===== config.mk =====
export PLATFORM = sky130hd
export DESIGN_NAME = fpesp_host
export DESIGN_NICKNAME = d
export VERILOG_FILES = /design/src/inc/fpesp_pkg.sv /design/src/hw/fpesp_host.sv
export SDC_FILE = /design/constraint.sdc
export NUM_CORES = 1
export LEC_CHECK = 0
export BUFFER_PORTS_ARGS = -buffer_cell sky130_fd_sc_hd__buf_4
export CAP_MARGIN = 20
export CORE_MARGIN = 1.5
export CORE_UTILIZATION = 54
export DETAILED_ROUTE_END_ITERATION = 10
export HOLD_SLACK_MARGIN = 0.15
export PLACE_DENSITY = 0.89
export REMOVE_ABC_BUFFERS = 1
export SETUP_SLACK_MARGIN = 0.02
export SYNTH_ARGS = -nofsm -noshare
export SYNTH_HDL_FRONTEND = slang
export SYNTH_SLANG_ARGS = --single-unit

===== constraint.sdc =====
create_clock -name clock -period 5.2 [get_ports clock]
set_clock_uncertainty 0.05 [all_clocks]
set_input_delay 1.04 -clock clock [delete_from_list [all_inputs] [get_ports clock]]
set_output_delay 1.04 -clock clock [all_outputs]
set_load 0.02 [all_outputs]

===== src/inc/fpesp_pkg.sv =====
// Constants and types for the parallel NOR program/erase host controller
package fpesp_pkg;

  // Bus widths of the x16 array
  localparam int ADDR_W = 26;
  localparam int DATA_W = 16;

  // Clock and pin timing, figures in ns
  localparam int CLK_PERIOD_NS = 40;
  localparam int T_WP_NS = 35;     // Write strobe low
  localparam int T_WPH_NS = 20;    // Write strobe high between cycles
  localparam int T_ACC_NS = 105;   // Address/strobe to output valid
  localparam int T_OPH_NS = 20;    // Output enable high between reads
  localparam int T_BUSY_NS = 90;   // Command valid to busy pin low
  localparam int WP_CYC = (T_WP_NS + CLK_PERIOD_NS - 1) / CLK_PERIOD_NS;
  localparam int WPH_CYC = (T_WPH_NS + CLK_PERIOD_NS - 1) / CLK_PERIOD_NS;
  localparam int ACC_CYC = (T_ACC_NS + CLK_PERIOD_NS - 1) / CLK_PERIOD_NS;
  localparam int OPH_CYC = (T_OPH_NS + CLK_PERIOD_NS - 1) / CLK_PERIOD_NS;
  localparam int BUSY_CYC = (T_BUSY_NS + CLK_PERIOD_NS - 1) / CLK_PERIOD_NS;

  // Command sequence lengths in write cycles
  localparam int PROG_CYCLES = 4;
  localparam int ERASE_CYCLES = 6;

  // Unlock and setup codes of the command sequences
  localparam logic [ADDR_W-1:0] UNLOCK_ADDR_A = 26'h0000555;
  localparam logic [ADDR_W-1:0] UNLOCK_ADDR_B = 26'h00002AA;
  localparam logic [DATA_W-1:0] UNLOCK_CODE_A = 16'h00AA;
  localparam logic [DATA_W-1:0] UNLOCK_CODE_B = 16'h0055;
  localparam logic [DATA_W-1:0] PROG_SETUP_CODE = 16'h00A0;
  localparam logic [DATA_W-1:0] ERASE_SETUP_CODE = 16'h0080;
  localparam logic [ADDR_W-1:0] CHIP_ERASE_ADDR = 26'h0000555;
  localparam logic [DATA_W-1:0] CHIP_ERASE_CODE = 16'h0010;
  localparam logic [DATA_W-1:0] BLOCK_ERASE_CODE = 16'h0030;

  // Status bit positions
  localparam int CPL_BIT = 7;   // completion_polarity_bit
  localparam int TGL_BIT = 6;   // toggle_progress_bit
  localparam int ETGL_BIT = 2;  // erase_toggle_bit

  typedef enum logic [1:0] {
    OP_PROGRAM,
    OP_CHIP_ERASE,
    OP_BLOCK_ERASE
  } fpesp_op_t;

  // User request
  typedef struct packed {
    fpesp_op_t op;
    logic [ADDR_W-1:0] addr;
    logic [DATA_W-1:0] data;
  } fpesp_req_t;

  // Driven flash pins
  typedef struct packed {
    logic [ADDR_W-1:0] addr;
    logic ce_n;
    logic we_n;
    logic oe_n;
    logic dq_oe;
    logic [DATA_W-1:0] dq_out;
  } fpesp_pins_t;

endpackage


===== src/hw/fpesp_host.sv =====
// Host controller issuing program/erase sequences and polling for completion
// Operation
// - Chip erase ends with a write of 10h to word address 555h.
// - Block erase ends with a write of 30h to the block address.
// - Program is four write cycles; the last carries target address and word.
// - Host polls completion bit before reading the programmed word back.
`timescale 1ns/1ps
module fpesp_host (
  input wire logic clock,                          // 25 MHz clock
  input wire logic arst_n,                         // Async reset, low
  input wire logic req_valid,                      // Request present
  output logic req_ready,                          // Controller idle
  input wire fpesp_pkg::fpesp_req_t req,           // Operation, addr, word
  output logic done,                               // Operation finished
  output logic [fpesp_pkg::DATA_W-1:0] rdata,      // Final word read
  output logic busy,                               // Operation running
  output fpesp_pkg::fpesp_pins_t pins,             // Flash pin drive
  input wire logic [fpesp_pkg::DATA_W-1:0] dq_in,  // Flash data in
  input wire logic ready_busy_n                    // Flash ready, high
);

  typedef enum logic [3:0] {
    ST_IDLE, ST_WSET, ST_WLOW, ST_WHIGH, ST_BUSY, ST_RSET, ST_RACC, ST_RGAP
  } fpesp_state_t;

  ////////////////////////////////////////////////////////////////////////////
  // Reset release through two flops
  logic rst_s1_ff;
  logic rst_n_ff;

  always_ff @(posedge clock or negedge arst_n) begin
    if (!arst_n) begin
      rst_s1_ff <= 1'b0;
      rst_n_ff <= 1'b0;
    end else begin
      rst_s1_ff <= 1'b1;
      rst_n_ff <= rst_s1_ff;
    end
  end

  ////////////////////////////////////////////////////////////////////////////
  // Address and data of one command write cycle
  function automatic logic [fpesp_pkg::ADDR_W+fpesp_pkg::DATA_W-1:0]
      cmd_cycle(fpesp_pkg::fpesp_req_t r, logic [2:0] step);
    logic [fpesp_pkg::ADDR_W+fpesp_pkg::DATA_W-1:0] v;
    v = {fpesp_pkg::UNLOCK_ADDR_A, fpesp_pkg::UNLOCK_CODE_A};
    case (step)
      3'h1, 3'h4: v = {fpesp_pkg::UNLOCK_ADDR_B, fpesp_pkg::UNLOCK_CODE_B};
      3'h2: begin
        if (r.op == fpesp_pkg::OP_PROGRAM) begin
          v = {fpesp_pkg::UNLOCK_ADDR_A, fpesp_pkg::PROG_SETUP_CODE};
        end else begin
          v = {fpesp_pkg::UNLOCK_ADDR_A, fpesp_pkg::ERASE_SETUP_CODE};
        end
      end
      3'h3: begin
        if (r.op == fpesp_pkg::OP_PROGRAM) begin
          v = {r.addr, r.data};
        end
      end
      3'h5: begin
        if (r.op == fpesp_pkg::OP_CHIP_ERASE) begin
          v = {fpesp_pkg::CHIP_ERASE_ADDR, fpesp_pkg::CHIP_ERASE_CODE};
        end else begin
          v = {r.addr, fpesp_pkg::BLOCK_ERASE_CODE};
        end
      end
      default: v = {fpesp_pkg::UNLOCK_ADDR_A, fpesp_pkg::UNLOCK_CODE_A};
    endcase
    return v;
  endfunction

  ////////////////////////////////////////////////////////////////////////////
  // Sequencer state
  fpesp_state_t state_ff, nxt_state;
  fpesp_pkg::fpesp_req_t req_ff, nxt_req;
  fpesp_pkg::fpesp_pins_t pins_ff, nxt_pins;
  logic [2:0] step_ff, nxt_step;
  logic [3:0] cnt_ff, nxt_cnt;
  logic [fpesp_pkg::DATA_W-1:0] prev_ff, nxt_prev;
  logic have_prev_ff, nxt_have_prev;
  logic polled_ff, nxt_polled;
  logic finish_ff, nxt_finish;
  logic done_ff, nxt_done;
  logic [fpesp_pkg::DATA_W-1:0] rdata_ff, nxt_rdata;

  logic is_prog;
  logic last_step;
  logic sample;
  logic cpl_ok;
  logic stable;
  logic [fpesp_pkg::DATA_W-1:0] poll_word;

  assign is_prog = (req_ff.op == fpesp_pkg::OP_PROGRAM);
  assign last_step = is_prog ? (step_ff == 3'(fpesp_pkg::PROG_CYCLES - 1))
                             : (step_ff == 3'(fpesp_pkg::ERASE_CYCLES - 1));
  assign sample = (state_ff == ST_RACC) && (cnt_ff == 4'h0);
  // Erased cells read one, so erase expects a one on the polarity bit
  assign cpl_ok = is_prog ? (dq_in[fpesp_pkg::CPL_BIT] ==
                             req_ff.data[fpesp_pkg::CPL_BIT])
                          : dq_in[fpesp_pkg::CPL_BIT];
  // Two equal reads in a row mean the toggling has stopped
  assign stable = have_prev_ff &&
      (dq_in[fpesp_pkg::TGL_BIT] == prev_ff[fpesp_pkg::TGL_BIT]) &&
      (is_prog || (dq_in[fpesp_pkg::ETGL_BIT] ==
                   prev_ff[fpesp_pkg::ETGL_BIT]));

  // Next state of the whole sequencer
  always_comb begin
    nxt_state = state_ff;
    nxt_req = req_ff;
    nxt_pins = pins_ff;
    nxt_step = step_ff;
    nxt_cnt = cnt_ff;
    nxt_prev = prev_ff;
    nxt_have_prev = have_prev_ff;
    nxt_polled = polled_ff;
    nxt_finish = finish_ff;
    nxt_done = 1'b0;
    nxt_rdata = rdata_ff;
    poll_word = {fpesp_pkg::DATA_W{1'b0}};
    case (state_ff)
      ST_IDLE: begin
        if (req_valid) begin
          nxt_req = req;
          nxt_step = 3'h0;
          nxt_have_prev = 1'b0;
          nxt_polled = 1'b0;
          nxt_finish = 1'b0;
          nxt_state = ST_WSET;
          {nxt_pins.addr, nxt_pins.dq_out} = cmd_cycle(req, 3'h0);
          nxt_pins.dq_oe = 1'b1;
          nxt_pins.ce_n = 1'b0;
        end
      end
      ST_WSET: begin
        // Address held from before the strobe falls
        nxt_pins.we_n = 1'b0;
        nxt_cnt = 4'(fpesp_pkg::WP_CYC - 1);
        nxt_state = ST_WLOW;
      end
      ST_WLOW: begin
        if (cnt_ff == 4'h0) begin
          nxt_pins.we_n = 1'b1;
          nxt_pins.ce_n = 1'b1;
          nxt_cnt = 4'(fpesp_pkg::WPH_CYC - 1);
          nxt_state = ST_WHIGH;
        end else begin
          nxt_cnt = cnt_ff - 4'h1;
        end
      end
      ST_WHIGH: begin
        if (cnt_ff != 4'h0) begin
          nxt_cnt = cnt_ff - 4'h1;
        end else if (last_step) begin
          // Give the device time to drop its busy pin first
          nxt_pins.dq_oe = 1'b0;
          nxt_cnt = 4'(fpesp_pkg::BUSY_CYC - 1);
          nxt_state = ST_BUSY;
        end else begin
          nxt_step = step_ff + 3'h1;
          {nxt_pins.addr, nxt_pins.dq_out} = cmd_cycle(req_ff, step_ff + 3'h1);
          nxt_pins.ce_n = 1'b0;
          nxt_state = ST_WSET;
        end
      end
      ST_BUSY: begin
        if (cnt_ff == 4'h0) begin
          nxt_state = ST_RSET;
        end else begin
          nxt_cnt = cnt_ff - 4'h1;
        end
      end
      ST_RSET: begin
        nxt_pins.addr = (req_ff.op == fpesp_pkg::OP_CHIP_ERASE) ?
                        fpesp_pkg::CHIP_ERASE_ADDR : req_ff.addr;
        nxt_pins.ce_n = 1'b0;
        nxt_pins.oe_n = 1'b0;
        nxt_cnt = 4'(fpesp_pkg::ACC_CYC - 1);
        nxt_state = ST_RACC;
      end
      ST_RACC: begin
        if (cnt_ff != 4'h0) begin
          nxt_cnt = cnt_ff - 4'h1;
        end else begin
          poll_word = dq_in;
          nxt_prev = poll_word;
          nxt_have_prev = 1'b1;
          if (polled_ff) begin
            nxt_rdata = poll_word;
            nxt_finish = 1'b1;
          end else if (cpl_ok && stable && ready_busy_n) begin
            // Program needs one clean read after status settles
            nxt_polled = is_prog;
            nxt_finish = !is_prog;
            nxt_rdata = poll_word;
          end
          nxt_pins.oe_n = 1'b1;
          nxt_pins.ce_n = 1'b1;
          nxt_cnt = 4'(fpesp_pkg::OPH_CYC - 1);
          nxt_state = ST_RGAP;
        end
      end
      ST_RGAP: begin
        if (cnt_ff != 4'h0) begin
          nxt_cnt = cnt_ff - 4'h1;
        end else if (finish_ff) begin
          nxt_done = 1'b1;
          nxt_state = ST_IDLE;
        end else begin
          nxt_state = ST_RSET;
        end
      end
      default: nxt_state = ST_IDLE;
    endcase
  end

  // Sequencer registers
  always_ff @(posedge clock or negedge rst_n_ff) begin
    if (!rst_n_ff) begin
      state_ff <= ST_IDLE;
      req_ff <= '0;
      pins_ff <= '{addr: '0, ce_n: 1'b1, we_n: 1'b1, oe_n: 1'b1,
                   dq_oe: 1'b0, dq_out: '0};
      step_ff <= 3'h0;
      cnt_ff <= 4'h0;
      prev_ff <= '0;
      have_prev_ff <= 1'b0;
      polled_ff <= 1'b0;
      finish_ff <= 1'b0;
      done_ff <= 1'b0;
      rdata_ff <= '0;
    end else begin
      state_ff <= nxt_state;
      req_ff <= nxt_req;
      pins_ff <= nxt_pins;
      step_ff <= nxt_step;
      cnt_ff <= nxt_cnt;
      prev_ff <= nxt_prev;
      have_prev_ff <= nxt_have_prev;
      polled_ff <= nxt_polled;
      finish_ff <= nxt_finish;
      done_ff <= nxt_done;
      rdata_ff <= nxt_rdata;
    end
  end

  assign req_ready = (state_ff == ST_IDLE);
  assign busy = (state_ff != ST_IDLE);
  assign done = done_ff;
  assign rdata = rdata_ff;
  assign pins = pins_ff;

  ////////////////////////////////////////////////////////////////////////////
  // Checks
  logic [2:0] wr_cnt_ff;
  logic [1:0] rd_cnt_ff;

  // Strobe and read counters for the checks only
  always_ff @(posedge clock or negedge rst_n_ff) begin
    if (!rst_n_ff) begin
      wr_cnt_ff <= 3'h0;
      rd_cnt_ff <= 2'h0;
    end else if (state_ff == ST_IDLE) begin
      wr_cnt_ff <= 3'h0;
      rd_cnt_ff <= 2'h0;
    end else begin
      if (state_ff == ST_WSET) begin
        wr_cnt_ff <= wr_cnt_ff + 3'h1;
      end
      if (sample && rd_cnt_ff != 2'h3) begin
        rd_cnt_ff <= rd_cnt_ff + 2'h1;
      end
    end
  end
endmodule


==> results of run 1 <==
==> worst max-delay path, stage by stage, from the launching register on <==
cell,delay [ps]
dfrtp_1,430
inv_1,130
ha_1,310
and2b_1,240
inv_1,120
buf_4,180
==> cells in the final DEF (no fill, tap or decap), types with 3 or more instances in the layout <==
master / count
nor3b_1: 5
inv_1: 14
mux2_2: 56
a22o_1: 11
o31ai_2: 5
nor2b_1: 3
nand2b_1: 8
a211o_1: 4
mux2i_1: 5
a31oi_1: 4
o21ai_1: 15
buf_4: 132
a21oi_1: 14
nand3_1: 4
dfstp_2: 3
clkbuf_16: 16
o31ai_1: 23
clkbuf_1: 5
nor2_1: 21
dfrtp_1: 120
o21ai_0: 32
a2bb2oi_1: 5
mux2_1: 7
mux2_4: 9
ha_1: 11
clkbuf_8: 4
nor3_1: 6
nand2_1: 25
clkinv_2: 5
==> cells by family (layout without fill, tap and decap cells) <==
family / after synthesis / count (layout) / synth area share
XOR/XNOR: 5 / 5 / 0.00883
multiplexers: 77 / 77 / 0.154
flip-flops: 124 / 124 / 0.535
buffers and inverters: 44 / 180 / 0.0405
adder cells (fa/ha/maj): 11 / 11 / 0.0237
AND/OR/NAND/NOR: 89 / 89 / 0.0842
AO/OA/AOI/OAI: 129 / 129 / 0.154
other: 1 / 1 / 0.000645
==> how the worst min path moves through the flow <==
stage / from / to / slack (ps) / cells after the start
global route: arst_n / rst_n_ff / 220 / 1
detailed placement: rst_s1_ff / rst_n_ff / 290 / 0
floorplan: rst_s1_ff / rst_n_ff / 280 / 0
global placement: rst_s1_ff / rst_n_ff / 290 / 0
finish: arst_n / rst_n_ff / 240 / 1
CTS: arst_n / rst_n_ff / 230 / 1
==> power groups by stage <==
stage	combinational (W)	clock [W]	sequential, W
global route	0.00196	0.00116	0.00161
global placement	0.00170	0	0.00155
finish	0.00182	0.00110	0.00157
detailed placement	0.00178	0	0.00157
floorplan	0.00112	0	0.00164
CTS	0.00181	0.00111	0.00156
==> through the flow <==
stage / utilization / area (um2) / total power (W) / hold slack (ps)
2_1_floorplan: - / 5630 / 0.00276 / 281
3_3_place_gp: 0.656 / 6810 / 0.00324 / 291
3_5_place_dp: 0.656 / 6810 / 0.00334 / 288
4_1_cts: 0.710 / 7360 / 0.00449 / 228
5_1_grt: 0.713 / 7390 / 0.00473 / 223
6_report: 0.713 / 7390 / 0.00449 / 239
==> flip-flops by register name, summed over array words and instances, names as in the netlist, 2 cells and up <==
name / flops
cnt_ff: 4
prev_ff: 2
state_ff: 3
req_ff: 44
rdata: 16
pins: 46
step_ff: 3
==> per-layer routing <==
layer / wire length (um) / up-vias
met5: 0 / -
met4: 311 / 0
met3: 962 / 32
met2: 6870 / 191
met1: 5530 / 2184
li1: - / 1988
==> cell type report <==
| cell class | count | area (um2) | share of cell area |
|---|---|---|---|
| Clock buffer | 24 | 460 | 0.0623 |
| Sequential cell | 124 | 3110 | 0.421 |
| Clock inverter | 8 | 92.6 | 0.0125 |
| Tap cell | 136 | 170 | 0.0230 |
| Timing Repair Buffer | 134 | 1020 | 0.139 |
| Inverter | 14 | 52.6 | 0.00711 |
| Multi-Input combinational cell | 312 | 2480 | 0.336 |
==> impl_metrics.py, run 1 <==
metrics = {
    "run_status": {
        "outcome": "complete, no violations",
    },
    "cts": {
        "cts_inserted_buffers": 17,
        "cts.sinks": 124,
        "root_buffer": "clkbuf_8",
        "clk_latency_ps": 520,
        "cts_hold_buffers": 0,
        "postCtsResizedCells": 0,
        "cts_buffer_depth": 2,
        "htreeDepth": 4,
        "clkTransAtPathRegs_ps": 60,
        "post_cts_buffers": 0,
        "cts_tree": "done",
    },
    "power": {
        "internal_power_w": 0.00282,
        "ir_worst_vdd_uv": 495,
        "powerDensity_nw_per_um2": 607,
        "clkPwrFrac": 0.246,
        "p_leak_nw": 3.46,
        "p_seq_frac": 0.349,
        "pwr-share-comb": 0.405,
        "switching_share": 0.373,
        "netSwitchingPower_w": 0.00167,
    },
    "global_route": {
        "grtUsageTotal": 0.252,
        "antenna_found_initial": 0,
        "grt_max_degree": 79,
        "overflow": 0,
        "busiest_layer": "met2",
        "use_met2": 0.419,
        "first_global_vias": 4608,
        "use_met1": 0.303,
        "grt_pass1_wl_mm": 22.4,
        "grt_use_met3": 0.0729,
    },
    "routing": {
        "drt-total-wl_mm": 13.7,
        "dr.first_iter.drc_count": 239,
        "drc": 0,
        "num_vias": 4395,
        "drtPass1Iterations": 5,
        "vias_per_cell": 5.84,
        "ant_nets": 0,
        "post_drt_wl_per_cell_um": 18.2,
    },
    "synthesis": {
        "synthCells": 480,
        "synth_top_cell_area_share": 0.521,
        "syn_avg_cell_area_um2": 12.1,
        "ys_seq_area_frac": 0.535,
        "ys_top_cells_by_area": "dfrtp_1, mux2_2, o31ai_1",
        "yosys_most_used_dff": "dfrtp_1",
        "synth-async-reset-ratio": 1.00,
        "ys_ff_latch": 124,
        "synth_edf_count": 0,
        "synth_commonest_cells": "dfrtp_1, mux2_2, o21ai_0",
        "syn_area_um2": 5810,
        "yosys_warnings": 0,
        "yosysTopAreaCell": "dfrtp_1",
        "ys_types": 61,
        "synth_most_common_cell": "dfrtp_1",
    },
    "layout": {
        "n_antenna_cell": 0,
        "area.growth.synth_to_final_pct": 27.2,
        "fillers": 707,
        "finalNonFillerCells": 752,
        "drive_above_1_share": 0.407,
        "nets": 678,
    },
    "placed_design": {
        "port_buffers": 128,
        "dpl_worst_slack_ps": 2240,
        "gp_congestion": 0.899,
        "dpl.cell_count": 718,
        "hpwl_mm": 9.04,
    },
    "timing": {
        "tns_ps": 0,
        "slew_viol_final": 0,
        "rsz0062_at_grt": "no",
        "post-route-period-util": 0.579,
        "setup_slack_ps": 2190,
        "hold_viol": 0,
        "relSlewSlack": 0.351,
        "fin_crit_ps": 3010,
        "setup-violations-final": 0,
        "worst_pin_slew_ps": 973,
        "max_freq_mhz": 332,
    },
    "floorplan": {
        "initial_utilization": 0.560,
        "rows": 37,
        "io_pins": 129,
        "coreArea_um2": 10400,
        "die_area_um2": 11400,
        "die_w_um": 107,
        "die_h_um": 107,
    },
    "worst_setup_path": {
        "critPathKind": "reg -> out",
        "r2r_setup_slack_ps": 2240,
        "setup.worst_path.end": "busy",
        "required_ps": 4110,
        "cp.arrival_ps": 1920,
        "r2r_start": "state_ff[1]",
        "startpoint_type": "register",
        "critPathMaxFanout": 8,
        "cp-end-kind": "output pin",
        "reg2reg_depth": 6,
        "r2r-end": "pins[6]",
        "worstSetupStartpoint": "state_ff[1]",
    },
    "min_path": {
        "hp-class": "in -> async",
    },
    "run": {
        "maxCapViolations": 0,
    },
}
Power figures use the tool's default switching activity.
==> run 2: changes to the inputs <==
--- a/config.mk
+++ b/config.mk
@@ -5,13 +5,14 @@
 export SDC_FILE = /design/constraint.sdc
 export NUM_CORES = 1
 export LEC_CHECK = 0
+export ABC_AREA = 1
 export BUFFER_PORTS_ARGS = -buffer_cell sky130_fd_sc_hd__buf_4
 export CAP_MARGIN = 20
 export CORE_MARGIN = 1.5
-export CORE_UTILIZATION = 54
+export CORE_UTILIZATION = 50
 export DETAILED_ROUTE_END_ITERATION = 10
 export HOLD_SLACK_MARGIN = 0.15
-export PLACE_DENSITY = 0.89
+export PLACE_DENSITY = 0.85
 export REMOVE_ABC_BUFFERS = 1
 export SETUP_SLACK_MARGIN = 0.02
 export SYNTH_ARGS = -nofsm -noshare
==> constraint.sdc (replaced) <==
create_clock -name clock -period 2.4 [get_ports clock]
set_clock_uncertainty 0.05 [all_clocks]
set_input_delay 0.48 -clock clock [delete_from_list [all_inputs] [get_ports clock]]
set_output_delay 0.48 -clock clock [all_outputs]
set_load 0.02 [all_outputs]
==> run 2 against run 1 <==
- final area up 11%
- area after synthesis rose by 11%
- critical path depth grew 5
- sequential share of layout area fell by 4.2 points
- synthesized cell count grew 85%
- sequential power increased by 110%
- non-clock buffer count grew 18
- critical path type is now reg -> reg
- largest power group unchanged
- largest cell class unchanged
- count of clock-buffer cells in the layout unchanged
==> impl_metrics.py, run 2 <==
metrics = {
    "min_path": {
        "whs_path_depth": 3,
        "hold_end": "req_ff[2]",
        "hp-class": "in -> reg",
        "hp-start": "req[2]",
    },
    "timing": {
        "slew_viol_final": 0,
        "max_freq_mhz": 468,
        "rsz0062_at_grt": "no",
        "setup-violations-final": 0,
        "fin_crit_ps": 2140,
        "hold_viol": 0,
        "post-route-period-util": 0.891,
        "worst_pin_slew_ps": 748,
        "relSlewSlack": 0.501,
        "setup_slack_ps": 262,
    },
    "placed_design": {
        "hpwl_mm": 11.6,
        "port_buffers": 128,
        "dpl_worst_slack_ps": 194,
        "gp_congestion": 0.939,
        "dpl.cell_count": 1173,
    },
    "floorplan": {
        "die_w_um": 116,
        "io_pins": 129,
        "die_h_um": 116,
        "rows": 41,
        "initial_utilization": 0.511,
        "coreArea_um2": 12600,
        "die_area_um2": 13500,
    },
    "worst_setup_path": {
        "critPathKind": "reg -> reg",
        "r2r_start": "cnt_ff[0]",
        "r2r-end": "pins[43]",
        "required_ps": 2710,
        "cp-end-kind": "register",
        "cp.arrival_ps": 2450,
        "max_stage_delay_ps": 380,
        "r2r_setup_slack_ps": 260,
        "startpoint_type": "register",
        "slowest_stage": "dfrtp_1",
        "reg2reg_depth": 10,
        "critPathMaxFanout": 26,
        "crit_chain": "inv_1, ha_1, nand3_2, nand2_2, nand2_2, nor2_4, nand2_4, inv_2, nand2_1, nand2_1",
    },
    "synthesis": {
        "syn_area_um2": 6430,
        "synth_top_cell_area_share": 0.471,
        "synth_commonest_cells": "nand2_1, dfrtp_1, inv_1",
        "yosysTopAreaCell": "dfrtp_1",
        "ys_top_cells_by_area": "dfrtp_1, nand2_1, nand3_1",
        "synth-async-reset-ratio": 1.00,
        "synthCells": 889,
        "syn_avg_cell_area_um2": 7.23,
        "synth_edf_count": 0,
        "ys_seq_area_frac": 0.483,
        "yosys_warnings": 0,
        "ys_types": 26,
        "ys_ff_latch": 124,
        "yosys_most_used_dff": "dfrtp_1",
        "synth_most_common_cell": "nand2_1",
    },
    "global_route": {
        "use_met2": 0.436,
        "grt_use_met3": 0.0503,
        "first_global_vias": 5820,
        "busiest_layer": "met2",
        "use_met1": 0.350,
        "overflow": 0,
        "antenna_found_initial": 0,
        "grt_pass1_wl_mm": 27.8,
        "grtUsageTotal": 0.267,
        "grt_max_degree": 73,
    },
    "cts": {
        "root_buffer": "clkbuf_16",
        "clkTransAtPathRegs_ps": 50,
        "clk_latency_ps": 430,
        "cts.sinks": 124,
        "cts_buffer_depth": 2,
        "cts_inserted_buffers": 17,
        "post_cts_buffers": 0,
        "cts_tree": "done",
        "htreeDepth": 4,
    },
    "run_status": {
        "outcome": "complete, no violations",
    },
    "power": {
        "ir_worst_vdd_uv": 638,
        "p_leak_nw": 4.54,
        "powerDensity_nw_per_um2": 1290,
    },
    "layout": {
        "drive_above_1_share": 0.201,
        "largest_reg_flops": 46,
        "fillers": 1061,
        "area.growth.synth_to_final_pct": 27.7,
        "n_antenna_cell": 0,
        "finalNonFillerCells": 1205,
        "final_common_cell": "nand2_1",
        "mostFrequentLayoutCells": "nand2_1, buf_4, dfrtp_1",
        "nets": 1096,
    },
    "routing": {
        "drtPass1Iterations": 5,
        "vias_per_cell": 5.15,
        "num_vias": 6209,
        "dr.first_iter.drc_count": 501,
        "ant_nets": 0,
        "drt-total-wl_mm": 16.9,
        "post_drt_wl_per_cell_um": 14.1,
        "drc": 0,
    },
    "run": {
        "maxCapViolations": 0,
    },
}
## run 2: cell types whose count changed in the layout (fill, tap and decap cells not counted), sizes merged, moves of 11 or more
cell,previous run,this run
nand2,26,428
mux2,72,0
inv,14,67
nand3,4,55
nor2,21,69
o31ai,28,0
nand4,1,27
buf,133,151
a22o,11,0
## run 2: cell families after synthesis
| family | synth area share |
|---|---|
| other | 0.000583 |
| AOI/OAI and AO/OA | 0.0508 |
| buffers and inverters | 0.0699 |
| adders and majority gates | 0.0214 |
| DFF | 0.483 |
| and+or+nand+nor | 0.374 |
## run 2: final cells by class
type	instances	area, um2	share of cell area
sequential	124	3110	0.379
clock inverter	7	87.6	0.0107
timing repair buffer	152	1170	0.142
inverter	67	251	0.0306
tap	172	215	0.0262
clock buffer	24	492	0.0599
multi-input combinational	659	2880	0.351
## run 2: worst max-delay path by stage
stage | slack, ps | depth (start not counted) | to | start
global placement | 260 | 10 | pins[34] | cnt_ff[0]
global route | 80 | 8 | pins[29] | state_ff[1]
CTS | 160 | 10 | pins[34] | cnt_ff[0]
detailed placement | 190 | 10 | pins[33] | cnt_ff[0]
floorplan | -1360 | 0 | cnt_ff[0] | rst_n_ff
finish | 260 | 10 | pins[43] | cnt_ff[0]
## run 2: critical path, delay by kind of cell (launching register included)
kind	cells	cell delay (ps)
adders and majority gates	1	220
buffers and inverters	2	410
DFF	1	380
and+or+nand+nor	7	1010
## run 2: per-stage QoR
step | hold slack (ps) | setup TNS, ps | util | cell area [um2] | power [W]
final | 201 | 0 | 0.653 | 8210 | 0.0106
after floorplan | 134 | -180680 | - | 6230 | 0.00628
after global routing | 206 | 0 | 0.653 | 8210 | 0.0114
after detailed placement | 216 | 0 | 0.606 | 7610 | 0.00799
after CTS | 193 | 0 | 0.653 | 8200 | 0.0106
after global placement | 212 | 0 | 0.606 | 7610 | 0.00786
## run 2: what timing repair did
action,CTS,global route
hold endpoints to repair,2,0
hold buffers,1,0
gates resized for setup,0,1
setup endpoints to repair,0,19
## run 2: power breakdown
group | switching [W] | internal [W]
clock | 0.000898 | 0.00162
combinational | 0.00322 | 0.00159
sequential | 0.000444 | 0.00281
total | 0.00456 | 0.00603
## run 2: routing by layer
layer / share of wire / wire length (um)
met2: 0.48 / 8080
met3: 0.062 / 1060
met4: 0.022 / 365
met5: 0 / 0
met1: 0.44 / 7440
==> run 3: changes to the inputs <==
--- a/config.mk
+++ b/config.mk
@@ -13,6 +13,7 @@
 export DETAILED_ROUTE_END_ITERATION = 10
 export HOLD_SLACK_MARGIN = 0.15
 export PLACE_DENSITY = 0.85
+export RECOVER_POWER = 25
 export REMOVE_ABC_BUFFERS = 1
 export SETUP_SLACK_MARGIN = 0.02
 export SYNTH_ARGS = -nofsm -noshare
==> run 3 against run 2 <==
- final cell count did not move
- sequential power barely moved
- sequential share of layout area barely moved
- maximum frequency rose by 0.43%
- via count fell by 0.48%
- setup slack improved by 9.2 ps
- sequential cell count did not move
- global-route usage did not move
- count of clock-buffer cells in the layout did not move
- routed wire length fell by 0.11%
- total power barely moved
==> impl_metrics.py, run 3 (synthesis results as in run 2) <==
metrics = {
    "layout": {
        "finalNonFillerCells": 1205,
        "largest_reg_flops": 46,
        "drive_above_1_share": 0.199,
        "mostFrequentLayoutCells": "nand2_1, buf_4, dfrtp_1",
        "stdcell_area_um2": 8190,
        "n_antenna_cell": 0,
        "nets": 1096,
        "final_common_cell": "nand2_1",
        "area.growth.synth_to_final_pct": 27.5,
    },
    "placed_design": {
        "dpl_worst_slack_ps": 194,
        "dpl.cell_count": 1173,
        "hpwl_mm": 11.6,
        "port_buffers": 128,
        "gp_congestion": 0.939,
        "dpl-instance-area_um2": 7610,
    },
    "floorplan": {
        "die_h_um": 116,
        "initial_utilization": 0.511,
        "io_pins": 129,
        "die_w_um": 116,
        "coreArea_um2": 12600,
        "rows": 41,
        "die_area_um2": 13500,
    },
    "timing": {
        "rsz0062_at_grt": "no",
        "fin_crit_ps": 2130,
        "slew_viol_final": 0,
        "max_freq_mhz": 470,
        "worst_pin_slew_ps": 1490,
        "relSlewSlack": 0.00745,
        "post-route-period-util": 0.887,
        "hold_viol": 0,
        "setup-violations-final": 0,
        "setup_slack_ps": 271,
    },
    "global_route": {
        "antenna_found_initial": 0,
        "grtUsageTotal": 0.267,
        "grt_pass1_wl_mm": 27.8,
        "first_global_vias": 5820,
        "grt_max_degree": 73,
        "overflow": 0,
    },
    "cts": {
        "cts_buffer_depth": 2,
        "htreeDepth": 4,
        "cts_tree": "done",
        "clk_latency_ps": 430,
        "root_buffer": "clkbuf_16",
        "clkTransAtPathRegs_ps": 50,
        "cts_inserted_buffers": 17,
        "cts.sinks": 124,
    },
    "routing": {
        "drt-total-wl_mm": 16.9,
        "dr.first_iter.drc_count": 452,
        "num_vias": 6179,
        "drc": 0,
        "post_drt_wl_per_cell_um": 14.1,
        "vias_per_cell": 5.13,
        "ant_nets": 0,
        "drtPass1Iterations": 5,
    },
    "worst_setup_path": {
        "crit_chain": "inv_1, ha_1, nand3_2, nand2_2, nand2_2, nor2_4, nand2_4, inv_2, nand2_1, nand2_1",
        "slowest_stage": "dfrtp_1",
        "critPathMaxFanout": 26,
        "max_stage_delay_ps": 380,
        "cp-end-kind": "register",
        "startpoint_type": "register",
        "critPathKind": "reg -> reg",
        "required_ps": 2710,
        "cp.arrival_ps": 2440,
    },
    "power": {
        "p_leak_nw": 4.53,
        "powerDensity_nw_per_um2": 1290,
        "ir_worst_vdd_uv": 640,
        "p_total_w": 0.0106,
    },
    "run": {
        "maxCapViolations": 0,
    },
    "run_status": {
        "outcome": "complete, no violations",
    },
    "min_path": {
        "hp-class": "in -> reg",
    },
}
## run 3: worst paths after layout
path                       startpoint  cells past startpoint  slack, ps    endpoint
max                         cnt_ff[0]                     10        270    pins[43]
min                            req[2]                      3        200   req_ff[2]
max reg2reg                 cnt_ff[0]                     10        270    pins[43]
min reg2reg                 rst_s1_ff                      0        300    rst_n_ff
max in group asynchronous    rst_n_ff                      1        490  req_ff[39]
min in group asynchronous      arst_n                      2        340    rst_n_ff
## run 3: power by group
part | leakage (nW) | switching (W) | internal, W
Combinational | 2.66 | 0.00322 | 0.00159
Clock | 0.286 | 0.000898 | 0.00162
Sequential | 1.59 | 0.000443 | 0.00281
Total | 4.53 | 0.00456 | 0.00602
## run 3: repair_timing
item | 4_1_cts | 5_1_grt
resized for setup | 0 | 1
hold buffers | 1 | 0
endpoints found under the hold margin | 2 | 0
setup buffers | 0 | 0
setup endpoints to repair | 0 | 19
## run 3: stage by stage
step / hold slack, ps / util / setup TNS (ps)
after CTS: 193 / 0.653 / 0
after detailed placement: 216 / 0.606 / 0
final: 201 / 0.652 / 0
after global routing: 206 / 0.652 / 0
after floorplan: 134 / - / -180680
after global placement: 212 / 0.606 / 0
## run 3: layout make-up
class	instances	area [um2]
fillers	1065	4380
flip-flops and latches	124	3110
multi-input cells	659	2880
repair buffers	152	1160
clock buffers	24	492
inverters	67	251
well taps	172	215
clock inverters	7	87.6
## run 3: worst max-delay path: cells and delay by family (launching register included)
family / cells / cell delay [ps]
adders and majority gates: 1 / 220
buffers and inverters: 2 / 410
DFF: 1 / 380
and+or+nand+nor: 7 / 990
## run 3: layer usage
layer	track usage	share of wire
met5	0	0
met4	0.120	0.021
met3	0.0503	0.068
met2	0.436	0.48
met1	0.350	0.43
